**src/mc_global_defines.vh**
```
// Constants for the multichannel global parameter bank.
// Assumes byte addressing with one aligned 32-bit word per register index.
`ifndef MC_GLOBAL_DEFINES_VH
`define MC_GLOBAL_DEFINES_VH

// Register indices; byte address is four times the index
`define IDX_MAX_RX_BUF_LEN 8'h06
`define IDX_TX_SLOT_PTR 8'h08
`define IDX_RX_CUR_SLOT_PTR 8'h0a
`define IDX_GLB_RX_THRESH 8'h0c
`define IDX_GLB_RX_DOWNCNT 8'h0e
`define IDX_INTQ_BASE 8'h10
`define IDX_INTQ_NEXT 8'h14
`define IDX_IRQ_STATUS 8'h20
`define IDX_IRQ_MASK 8'h21
`define IDX_CTRL 8'h22

// Reset values
`define RST_TX_SLOT_PTR 16'h0060
`define RST_RX_CUR_SLOT_PTR 16'h0020
`define RST_MAX_RX_BUF_LEN 16'h0000
`define RST_THRESH 16'h0001
`define RST_QUEUE_LEN 16'h0040

// Receive slot pointer step in bytes, one 16-bit table entry
`define RX_SLOT_STEP 16'h0002

// Interrupt status bit positions
`define IRQ_GLOBAL 0
`define IRQ_BUF_FULL 1
`define IRQ_EXCEPTION 2
`define IRQ_BITS 3

// Control bit positions
`define CTRL_HDLC 0

// Interrupt queue entry size in bytes
`define INTQ_ENTRY_BYTES 32'h0000_0004

`endif

```
**src/multichannel_global_params.v**
```verilog
// Global parameter bank shared by all logical channels of one serial channel.
// Assumes a one-cycle register port and event strobes from the channel engine.
`timescale 1ns/1ps
`include "mc_global_defines.vh"

module multichannel_global_params (
	// Clock and reset
	input wire i_core_clk,
	input wire i_reset,
	// Register port
	input wire [7:0] i_addr,
	input wire [31:0] i_wdata,
	input wire i_wr,
	input wire i_rd,
	output reg [31:0] o_rdata,
	// Receive byte stream of the current channel
	input wire i_rx_byte_valid,
	input wire i_rx_frame_end,
	input wire i_rx_non_octet,
	input wire i_rx_slot_done,
	input wire i_tx_slot_done,
	// Exception requests for the interrupt queue
	input wire i_exception,
	input wire [31:0] i_exception_info,
	input wire [15:0] i_dpr_base,
	// Buffer and queue write outputs
	output reg o_buf_next,
	output reg o_residual_word_wr,
	output reg o_intq_wr,
	output reg [31:0] o_intq_addr,
	output reg [31:0] o_intq_data,
	output reg [15:0] o_tx_table_addr,
	output reg [15:0] o_rx_slot_addr,
	// Interrupt
	output reg o_irq
);

	reg [15:0] max_rx_buffer_length_r;
	reg [15:0] tx_slot_table_pointer_r;
	reg [15:0] rx_current_slot_pointer_r;
	reg [15:0] global_rx_frame_threshold_r;
	reg [15:0] global_rx_frame_downcount_r;
	reg [31:0] interrupt_queue_base_r;
	reg [31:0] interrupt_queue_next_r;
	reg [15:0] queue_len_r;
	reg [15:0] queue_idx_r;
	reg [`IRQ_BITS-1:0] irq_status_r;
	reg [`IRQ_BITS-1:0] irq_mask_r;
	reg [`IRQ_BITS-1:0] irq_event;
	reg hdlc_mode_r;
	reg [15:0] buf_count_r;
	reg global_hit;
	reg frame_evt;
	reg buf_full;
	reg [31:0] rdata_nxt;
	reg [1:0] q_src;
	// Host write selects and next values of the hardware-updated registers
	reg wr_max_len;
	reg wr_tx_ptr;
	reg wr_rx_ptr;
	reg wr_thresh;
	reg wr_downcnt;
	reg wr_q_base;
	reg wr_q_next;
	reg wr_status;
	reg wr_mask;
	reg wr_ctrl;
	reg [15:0] rx_current_slot_pointer_nxt;
	reg [15:0] global_rx_frame_downcount_nxt;
	reg [15:0] queue_idx_nxt;
	reg [31:0] interrupt_queue_next_nxt;
	wire [`IRQ_BITS-1:0] irq_status_nxt;
	genvar g;

	// Threshold reached when a frame ends while the count stands at one; the count then reloads from the threshold instead of stepping to zero
	always @* begin
		frame_evt = i_rx_frame_end;
		global_hit = frame_evt && (global_rx_frame_downcount_r == 16'h0001);
		buf_full = hdlc_mode_r && i_rx_byte_valid
			&& (buf_count_r + 16'h0001 >= max_rx_buffer_length_r);
		irq_event = {`IRQ_BITS{1'b0}};
		irq_event[`IRQ_GLOBAL] = global_hit;
		irq_event[`IRQ_BUF_FULL] = buf_full;
		irq_event[`IRQ_EXCEPTION] = i_exception;
	end

	// Host write selects, one per register index
	always @* begin
		wr_max_len = i_wr && (i_addr == `IDX_MAX_RX_BUF_LEN);
		wr_tx_ptr = i_wr && (i_addr == `IDX_TX_SLOT_PTR);
		wr_rx_ptr = i_wr && (i_addr == `IDX_RX_CUR_SLOT_PTR);
		wr_thresh = i_wr && (i_addr == `IDX_GLB_RX_THRESH);
		wr_downcnt = i_wr && (i_addr == `IDX_GLB_RX_DOWNCNT);
		wr_q_base = i_wr && (i_addr == `IDX_INTQ_BASE);
		wr_q_next = i_wr && (i_addr == `IDX_INTQ_NEXT);
		wr_status = i_wr && (i_addr == `IDX_IRQ_STATUS);
		wr_mask = i_wr && (i_addr == `IDX_IRQ_MASK);
		wr_ctrl = i_wr && (i_addr == `IDX_CTRL);
	end

	// Buffer length limit, host owned
	always @(posedge i_core_clk) begin
		if (i_reset)
			max_rx_buffer_length_r <= `RST_MAX_RX_BUF_LEN;
		else if (wr_max_len)
			max_rx_buffer_length_r <= i_wdata[15:0];
	end

	// Transmit table pointer, may be moved onto the receive table
	always @(posedge i_core_clk) begin
		if (i_reset)
			tx_slot_table_pointer_r <= `RST_TX_SLOT_PTR;
		else if (wr_tx_ptr)
			tx_slot_table_pointer_r <= i_wdata[15:0];
	end

	// Threshold; a running change takes effect at the next reload
	always @(posedge i_core_clk) begin
		if (i_reset)
			global_rx_frame_threshold_r <= `RST_THRESH;
		else if (wr_thresh)
			global_rx_frame_threshold_r <= i_wdata[15:0];
	end

	// Queue base address, host owned
	always @(posedge i_core_clk) begin
		if (i_reset)
			interrupt_queue_base_r <= 32'h0000_0000;
		else if (wr_q_base)
			interrupt_queue_base_r <= i_wdata;
	end

	// Interrupt mask, same layout as status
	always @(posedge i_core_clk) begin
		if (i_reset)
			irq_mask_r <= {`IRQ_BITS{1'b0}};
		else if (wr_mask)
			irq_mask_r <= i_wdata[`IRQ_BITS-1:0];
	end

	// Control: HDLC mode bit and queue length in entries
	always @(posedge i_core_clk) begin
		if (i_reset) begin
			hdlc_mode_r <= 1'b0;
			queue_len_r <= `RST_QUEUE_LEN;
		end else if (wr_ctrl) begin
			hdlc_mode_r <= i_wdata[`CTRL_HDLC];
			queue_len_r <= i_wdata[31:16];
		end
	end

	// Receive slot pointer: slot completion beats a host write
	always @* begin
		if (i_rx_slot_done)
			rx_current_slot_pointer_nxt = rx_current_slot_pointer_r + `RX_SLOT_STEP;
		else if (wr_rx_ptr)
			rx_current_slot_pointer_nxt = i_wdata[15:0];
		else
			rx_current_slot_pointer_nxt = rx_current_slot_pointer_r;
	end

	// Receive slot pointer register
	always @(posedge i_core_clk) begin
		if (i_reset)
			rx_current_slot_pointer_r <= `RST_RX_CUR_SLOT_PTR;
		else
			rx_current_slot_pointer_r <= rx_current_slot_pointer_nxt;
	end

	// Frame down-counter: reload on a hit, else count frames, else host
	always @* begin
		if (global_hit)
			global_rx_frame_downcount_nxt = global_rx_frame_threshold_r;
		else if (frame_evt)
			global_rx_frame_downcount_nxt = global_rx_frame_downcount_r - 16'h0001;
		else if (wr_downcnt)
			global_rx_frame_downcount_nxt = i_wdata[15:0];
		else
			global_rx_frame_downcount_nxt = global_rx_frame_downcount_r;
	end

	// Frame down-counter register; other receive events never touch it
	always @(posedge i_core_clk) begin
		if (i_reset)
			global_rx_frame_downcount_r <= `RST_THRESH;
		else
			global_rx_frame_downcount_r <= global_rx_frame_downcount_nxt;
	end

	// Queue pointer: one step per entry, back to the base after the last
	always @* begin
		queue_idx_nxt = queue_idx_r;
		interrupt_queue_next_nxt = interrupt_queue_next_r;
		if (q_src != 2'b00) begin
			if (queue_idx_r + 16'h0001 >= queue_len_r) begin
				queue_idx_nxt = 16'h0000;
				interrupt_queue_next_nxt = interrupt_queue_base_r;
			end else begin
				queue_idx_nxt = queue_idx_r + 16'h0001;
				interrupt_queue_next_nxt = interrupt_queue_next_r + `INTQ_ENTRY_BYTES;
			end
		end else if (wr_q_next) begin
			queue_idx_nxt = 16'h0000;
			interrupt_queue_next_nxt = i_wdata;
		end
	end

	// Queue pointer and entry index registers
	always @(posedge i_core_clk) begin
		if (i_reset) begin
			queue_idx_r <= 16'h0000;
			interrupt_queue_next_r <= 32'h0000_0000;
		end else begin
			queue_idx_r <= queue_idx_nxt;
			interrupt_queue_next_r <= interrupt_queue_next_nxt;
		end
	end

	// Sticky status per bit; a new event beats write-one-to-clear
	generate
		for (g = 0; g < `IRQ_BITS; g = g + 1) begin : gen_status
			assign irq_status_nxt[g] = irq_event[g]
				| (irq_status_r[g] & ~(wr_status & i_wdata[g]));
		end
	endgenerate

	// Status register
	always @(posedge i_core_clk) begin
		if (i_reset)
			irq_status_r <= {`IRQ_BITS{1'b0}};
		else
			irq_status_r <= irq_status_nxt;
	end

	// Queue source: frame event, else exception
	always @* begin
		if (frame_evt)
			q_src = 2'b01;
		else if (i_exception)
			q_src = 2'b10;
		else
			q_src = 2'b00;
	end

	// Receive buffer fill counter
	always @(posedge i_core_clk) begin
		if (i_reset)
			buf_count_r <= 16'h0000;
		else if (i_rx_frame_end || buf_full)
			buf_count_r <= 16'h0000;
		else if (i_rx_byte_valid && hdlc_mode_r)
			buf_count_r <= buf_count_r + 16'h0001;
	end

	// Read mux
	always @* begin
		rdata_nxt = 32'h0000_0000;
		case (i_addr)
			`IDX_MAX_RX_BUF_LEN: rdata_nxt = {16'h0000, max_rx_buffer_length_r};
			`IDX_TX_SLOT_PTR: rdata_nxt = {16'h0000, tx_slot_table_pointer_r};
			`IDX_RX_CUR_SLOT_PTR: rdata_nxt = {16'h0000, rx_current_slot_pointer_r};
			`IDX_GLB_RX_THRESH: rdata_nxt = {16'h0000, global_rx_frame_threshold_r};
			`IDX_GLB_RX_DOWNCNT: rdata_nxt = {16'h0000, global_rx_frame_downcount_r};
			`IDX_INTQ_BASE: rdata_nxt = interrupt_queue_base_r;
			`IDX_INTQ_NEXT: rdata_nxt = interrupt_queue_next_r;
			`IDX_IRQ_STATUS: rdata_nxt = {29'h0000_0000, irq_status_r};
			`IDX_IRQ_MASK: rdata_nxt = {29'h0000_0000, irq_mask_r};
			`IDX_CTRL: rdata_nxt = {queue_len_r, 15'h0000, hdlc_mode_r};
			default: rdata_nxt = 32'h0000_0000;
		endcase
	end

	// Registered outputs
	always @(posedge i_core_clk) begin
		if (i_reset) begin
			o_rdata <= 32'h0000_0000;
			o_buf_next <= 1'b0;
			o_residual_word_wr <= 1'b0;
			o_intq_wr <= 1'b0;
			o_intq_addr <= 32'h0000_0000;
			o_intq_data <= 32'h0000_0000;
			o_tx_table_addr <= 16'h0000;
			o_rx_slot_addr <= 16'h0000;
			o_irq <= 1'b0;
		end else begin
			o_rdata <= i_rd ? rdata_nxt : 32'h0000_0000;
			o_buf_next <= buf_full && !i_rx_frame_end;
			o_residual_word_wr <= i_rx_frame_end && i_rx_non_octet && hdlc_mode_r;
			o_intq_wr <= (q_src != 2'b00);
			o_intq_addr <= interrupt_queue_next_r;
			o_intq_data <= frame_evt ? 32'h0000_0001 : i_exception_info;
			o_tx_table_addr <= i_dpr_base + tx_slot_table_pointer_r;
			o_rx_slot_addr <= i_dpr_base + rx_current_slot_pointer_r;
			o_irq <= |((irq_status_r | irq_event) & irq_mask_r);
		end
	end

endmodule // multichannel_global_params

```
**config.mk**
```make
export PLATFORM = sky130hd
export DESIGN_NAME = multichannel_global_params
export DESIGN_NICKNAME = d
export VERILOG_FILES = /design/src/multichannel_global_params.v
export VERILOG_INCLUDE_DIRS = /design/src
export SDC_FILE = /design/constraint.sdc
export NUM_CORES = 1
export LEC_CHECK = 0
export BUFFER_PORTS_ARGS = -buffer_cell sky130_fd_sc_hd__buf_4
export CAP_MARGIN = 10
export CORE_UTILIZATION = 45
export CTS_BUF_LIST = sky130_fd_sc_hd__clkbuf_16
export CTS_CLUSTER_SIZE = 14
export DETAILED_ROUTE_END_ITERATION = 16
export HOLD_SLACK_MARGIN = 0.15
export PLACE_DENSITY = 0.73
export SLEW_MARGIN = 20
export SYNTH_ARGS = -nofsm -noshare
export SYNTH_HDL_FRONTEND = slang
export SYNTH_SLANG_ARGS = --single-unit
export TNS_END_PERCENT = 30
```
**constraint.sdc**
```tcl
create_clock -name i_core_clk -period 4.6 [get_ports i_core_clk]
set_clock_uncertainty 0.05 [all_clocks]
set_input_delay 0 -clock i_core_clk [delete_from_list [all_inputs] [get_ports i_core_clk]]
set_output_delay 0 -clock i_core_clk [all_outputs]
set_load 0.02 [all_outputs]
```
# [Yosys cells after proc, flatten, opt, wreduce, memory -nomap -nowiden]
# Cells that the tools add are included.
[op_classes] n_eq_ne=11 addsub=7 n_reduce_logical=26 n_lt_le_gt_ge=2 n_mux=15 n_bitwise=15
[op_table] op="32-bit one-hot mux with 10 select lines" count=1
[op_table] op="16-bit two-way mux" count=8
[op_table] op="32-bit two-way mux" count=3
[op_table] op="16-bit by 1-bit adder with 16-bit output (second input constant)" count=2
[op_table] op="16-bit adder" count=2
[op_table] op="32-bit by 3-bit adder with 32-bit output (second input constant)" count=1
[op_table] op="8-bit by 4-bit equality test with 1-bit output (second input constant)" count=4
[op_table] op="16-bit >= comparator" count=2
[op_table] op="8-bit by 6-bit equality test with 1-bit output (second input constant)" count=3
[op_table] op="16-bit by 2-bit adder with 16-bit output (second input constant)" count=1
[op_table] op="16-bit by 1-bit equality test with 1-bit output (second input constant)" count=1
[op_table] op="8-bit by 5-bit equality test with 1-bit output (second input constant)" count=2
[op_table] op="1-bit logical AND" count=16
[op_table] op="16-bit by 1-bit subtractor with 16-bit output (second input constant)" count=1
[op_table] op="8-bit by 3-bit equality test with 1-bit output (second input constant)" count=1
[op_table] op="1-bit AND" count=6
[op_table] op="2-bit nonzero test" count=3
[op_table] op="2-bit OR reduction" count=3
[op_table] op="2-bit two-way mux" count=2
[op_table] op="1-bit NOT" count=4
[op_table] op="3-bit AND" count=1
[op_table] op="1-bit OR" count=3
[op_table] op="3-bit OR" count=1
[op_table] op="3-bit nonzero test" count=1
[op_table] op="4 further kinds" count=4
[word_totals] in_bits=98 regBits=331 word_cells=99 out_inout_bits=132

# [Longest topological paths before layout]
[depth] depth_word=6 depth_mapped=15 depth_no_buf=13

# [Worst setup path after synthesis]
# Ideal clock, no wire load.
[synth_path] kind="register -> register" start="register queue_idx_r[2]" end="register interrupt_queue_next_r[15]" n_path_buf=2 arrival_time_ns=3.120 synth_period_minus_slack_ns=3.302 slack_ns=1.298 t_required_ns=4.418 path_stages_with_launch=15 cell_sequence="dfxtp_1 -> and3_1 -> and4_1 -> nand2_1 -> and2_1 -> or2_2 -> ha_1 -> nand4_1 -> or4_1 -> nor3_1 -> or3_1 -> clkbuf_2 -> buf_2 -> mux2i_1 -> a21oi_1"
[synth_via] elab_chain_len=4
[synth_rtl] item="start: declaration" line="multichannel_global_params.v:46" source="reg [15:0] queue_idx_r;"
[synth_rtl] item="start signal: assignment" line="multichannel_global_params.v:214" source="queue_idx_r <= queue_idx_nxt;"
[synth_rtl] item="16-bit by 1-bit adder with 16-bit output" line="multichannel_global_params.v:195" source="if (queue_idx_r + 16'h0001 >= queue_len_r) begin"
[synth_rtl] item="16-bit >= comparator" line="multichannel_global_params.v:195"
[synth_rtl] item="32-bit two-way mux" line="multichannel_global_params.v:195"
[synth_rtl] item="32-bit two-way mux" line="multichannel_global_params.v:194" source="if (q_src != 2'b00) begin"
[synth_rtl] item="end signal: assignment" line="multichannel_global_params.v:215" source="interrupt_queue_next_r <= interrupt_queue_next_nxt;"
[synth_rtl] item="end: declaration" line="multichannel_global_params.v:44" source="reg [31:0] interrupt_queue_next_r;"
# No other way between the ends.
# A chain may end at the register's enable or synchronous reset.

# [Worst setup path in the final report]
[layout_path] start="register queue_idx_r[2]" end="register interrupt_queue_next_r[10]"
# Same word-level chain as after synthesis.

==> flow_metrics.tcl <==
set metrics [dict create \
    status "completed" \
    layout-area-overhead-vs-synth_pct 28.9 \
    highest_layer "met5" \
    die_area_sq_um 36400 \
    number_of_synthesized_flops_with_an_enable_pin 0 \
    pin_count_of_the_biggest_net_entering_global_routing 87 \
    dr.first_iter.drc_count 1849 \
    avgViaCountPerCell 5.80 \
    wl_per_cell_um 19.3 \
    port-buffer-count 228 \
    hold_viol 0 \
    timing.critical_path.fanout_max 17 \
    gr-total-overflow 0 \
    setup.worst_path.start_class "register" \
    initial_antenna_violation_count 1 \
    drc 0 \
    path_class "register to register" \
    worst_skew_pair.late_latency_ns 0.57 \
    power.leakage_nw 7.93 \
    routed-via-count 15900 \
    dr.pass1.iters 8 \
    vdd.ir_drop.worst_v 0.000284 \
    cts_tree "done" \
    synth_area_sq_um 16000 \
    gp_congestion 0.934 \
    upper_clock_frequency_limit_mhz 250 \
    row_count 68 \
    synth_area_per_cell_sq_um 8.18 \
    hold_path_class "input pin to register" \
    timing.slew.headroom 0.335 \
    ys_async_sr_fraction 0 \
    multiInputGateArea_sq_um 8680 \
    cts_root_buf "sky130_fd_sc_hd__clkbuf_16" \
    worst_slew_pin_slew_ns 0.995 \
    setup_tns_ns 0 \
    totalWireLength_um 52900 \
    first_global_vias 15100 \
    postSynthRegisterBits 331 \
    post-route-min-period_ns 3.99 \
    clock-sinks 331 \
    post_route_cells_drive_above_1_share 0.148 \
    design.portCount 230 \
    finalMaxSlewViolations 0 \
    layout_worst_path_cycle_share 0.868 \
    start_util 0.461 \
    clock_tree.buffer_depth 3 \
    maxCapViolations 0 \
    detail-route-antenna-nets 0 \
    tritoncts.num_buffers 38 \
    first_pass_grt_wire_length_um 82000 \
    coreArea_sq_um 34800 \
    chipWidth_um 191 \
    globalRouteTotalUtil 0.286 \
    routed_wl_met3_um 6150 \
    mappedNetlistNets 2131 \
    setup-violations-final 0 \
    dieHeight_um 191 \
    post_route_utilization 0.594 \
    ys.warnings.count 0 \
    cp_data_arrival_time_ns 4.41 \
    hpwl_um 35500 \
    htree_depth 2 \
    met2_wirelength_um 23000 \
    yosysUniqueCellTypes 74 \
    synth.yosys.seq_area_share 0.413 \
    ys.flop_type "sky130_fd_sc_hd__dfxtp_1" \
    required_ns 5.02 \
    layout.area.seq_sq_um 6630 \
    power-per-cell-area_nw_per_um2 340 \
    layout.filler_cells 2973 \
    syn-instance-count 1963 \
    nNetsFinal 2427 \
    clkTransAtPathRegs_ns 0.06 \
    cp-end-kind "register" \
    cts.repair_timing.setup_buffer_count 0 \
    rsz0062_at_grt "no" \
    wirelength_met1_um 21900 \
]
## routing by layer
layer | GRT usage | up-vias
met2 | 0.432 | 913
met3 | 0.0743 | 144
li1 | - | 7500
met1 | 0.387 | 7375
met5 | 0 | -
met4 | 0.112 | 2
## synth_stat cells (all sizes together), types with 38 or more instances
cell type  count  area share
inv           58       0.014
nor2         178       0.042
o21ai         52       0.016
a211oi        38       0.018
dfxtp        331        0.41
a21oi        191       0.060
a22oi         54       0.025
nor3          50       0.017
nand2        291       0.068
o22ai         39       0.015
nor2b         45       0.018
ha            68       0.053
xnor2         62       0.034
clkbuf        94       0.022
nand3         67       0.021
## power by group
| group | leakage, nW | switching (mW) | total (mW) | internal, mW |
|---|---|---|---|---|
| registers | 2.69 | 0.0752 | 3.02 | 2.94 |
| clock network | 0.684 | 1.29 | 3.32 | 2.03 |
| logic | 4.55 | 0.377 | 0.693 | 0.315 |
## state kept, by name, summed over array words and instances (netlist names), 16 cells and up
signal and flops:
o_tx_table_addr 16, interrupt_queue_next_r 32, o_rdata 32, o_rx_slot_addr 16
global_rx_frame_downcount_r 16, max_rx_buffer_length_r 16, queue_idx_r 16, global_rx_frame_threshold_r 16
o_intq_data 32, interrupt_queue_base_r 32, tx_slot_table_pointer_r 16, o_intq_addr 32
buf_count_r 16, rx_current_slot_pointer_r 16, queue_len_r 16
## layout by cell type (no fill, tap or decap), types with 37 or more instances in the layout
master                          count
sky130_fd_sc_hd__nor2_1           174
sky130_fd_sc_hd__a21oi_1          191
sky130_fd_sc_hd__clkbuf_16         38
sky130_fd_sc_hd__a211oi_1          38
sky130_fd_sc_hd__ha_1              68
sky130_fd_sc_hd__xor2_1            37
sky130_fd_sc_hd__nand2_1          291
sky130_fd_sc_hd__a22oi_1           54
sky130_fd_sc_hd__dlygate4sd3_1    136
sky130_fd_sc_hd__nand3_1           67
sky130_fd_sc_hd__nor2b_1           45
sky130_fd_sc_hd__o22ai_1           39
sky130_fd_sc_hd__buf_4            247
sky130_fd_sc_hd__dfxtp_1          331
sky130_fd_sc_hd__xnor2_1           62
sky130_fd_sc_hd__o21ai_0           50
sky130_fd_sc_hd__nor3_1            47
sky130_fd_sc_hd__inv_1             65
## what timing repair did
action                                  CTS  global route
resized for setup                         0             0
hold endpoints to repair                274             0
endpoints found under the setup margin    0             0
hold buffers                            136             0
## final cells by class
| cell class | count | area share |
|---|---|---|
| antenna | 1 | 0.000121 |
| multi-input combinational | 1446 | 0.420 |
| clock inverter | 32 | 0.0197 |
| clock buffer | 38 | 0.0460 |
| sequential | 331 | 0.320 |
| timing repair buffer | 384 | 0.156 |
| inverter | 58 | 0.0105 |
| tap | 455 | 0.0275 |
## metrics by stage
stage / worst slack, ns / instances / area [sq um] / power (mW) / hold WS (ns)
2_1_floorplan: 1.30 / 1963 / 16000 / 3.40 / 0.0658
3_3_place_gp: 0.801 / 2538 / 18000 / 3.65 / 0.151
3_5_place_dp: 0.730 / 2538 / 18000 / 3.66 / 0.154
4_1_cts: 0.708 / 2744 / 20700 / 7.04 / 0.151
5_1_grt: 0.351 / 2744 / 20700 / 7.23 / 0.174
6_report: 0.607 / 2745 / 20700 / 7.02 / 0.171
## critical path: stages (launching register included)
cell	delay (ns)
sky130_fd_sc_hd__dfxtp_1	0.40
sky130_fd_sc_hd__and3_1	0.28
sky130_fd_sc_hd__and4_1	0.30
sky130_fd_sc_hd__nand2_1	0.08
sky130_fd_sc_hd__and2_1	0.17
sky130_fd_sc_hd__or2_2	0.30
sky130_fd_sc_hd__ha_1	0.28
sky130_fd_sc_hd__nand4_1	0.14
sky130_fd_sc_hd__or4_1	0.52
sky130_fd_sc_hd__o31ai_1	0.24
sky130_fd_sc_hd__or2_1	0.73
sky130_fd_sc_hd__o22ai_1	0.21
sky130_fd_sc_hd__nor3_1	0.21
## path summary, 6_finish.rpt
kind | startpoint | to | slack [ns] | cells after the start
hold reg to reg | max_rx_buffer_length_r[3] | max_rx_buffer_length_r[3] | 0.40 | 2
setup reg to reg | queue_idx_r[2] | interrupt_queue_next_r[10] | 0.61 | 12
setup / recovery | queue_idx_r[2] | interrupt_queue_next_r[10] | 0.61 | 12
hold / removal | i_exception_info[6] | o_intq_data[6] | 0.17 | 3
## kinds of logic (layout without fill, tap and decap cells)
family / count (synthesis) / after routing / synth area share
other: 0 / 1 / 0
multiplexers: 24 / 24 / 0.0155
AO/OA/AOI/OAI: 471 / 471 / 0.183
flip-flops: 331 / 331 / 0.413
XOR/XNOR: 99 / 99 / 0.0540
adder cells (fa/ha/maj): 70 / 70 / 0.0555
buffers and inverters: 186 / 512 / 0.0479
AND/OR/NAND/NOR: 782 / 782 / 0.231
No activity file was read; power rests on OpenSTA's default activity.
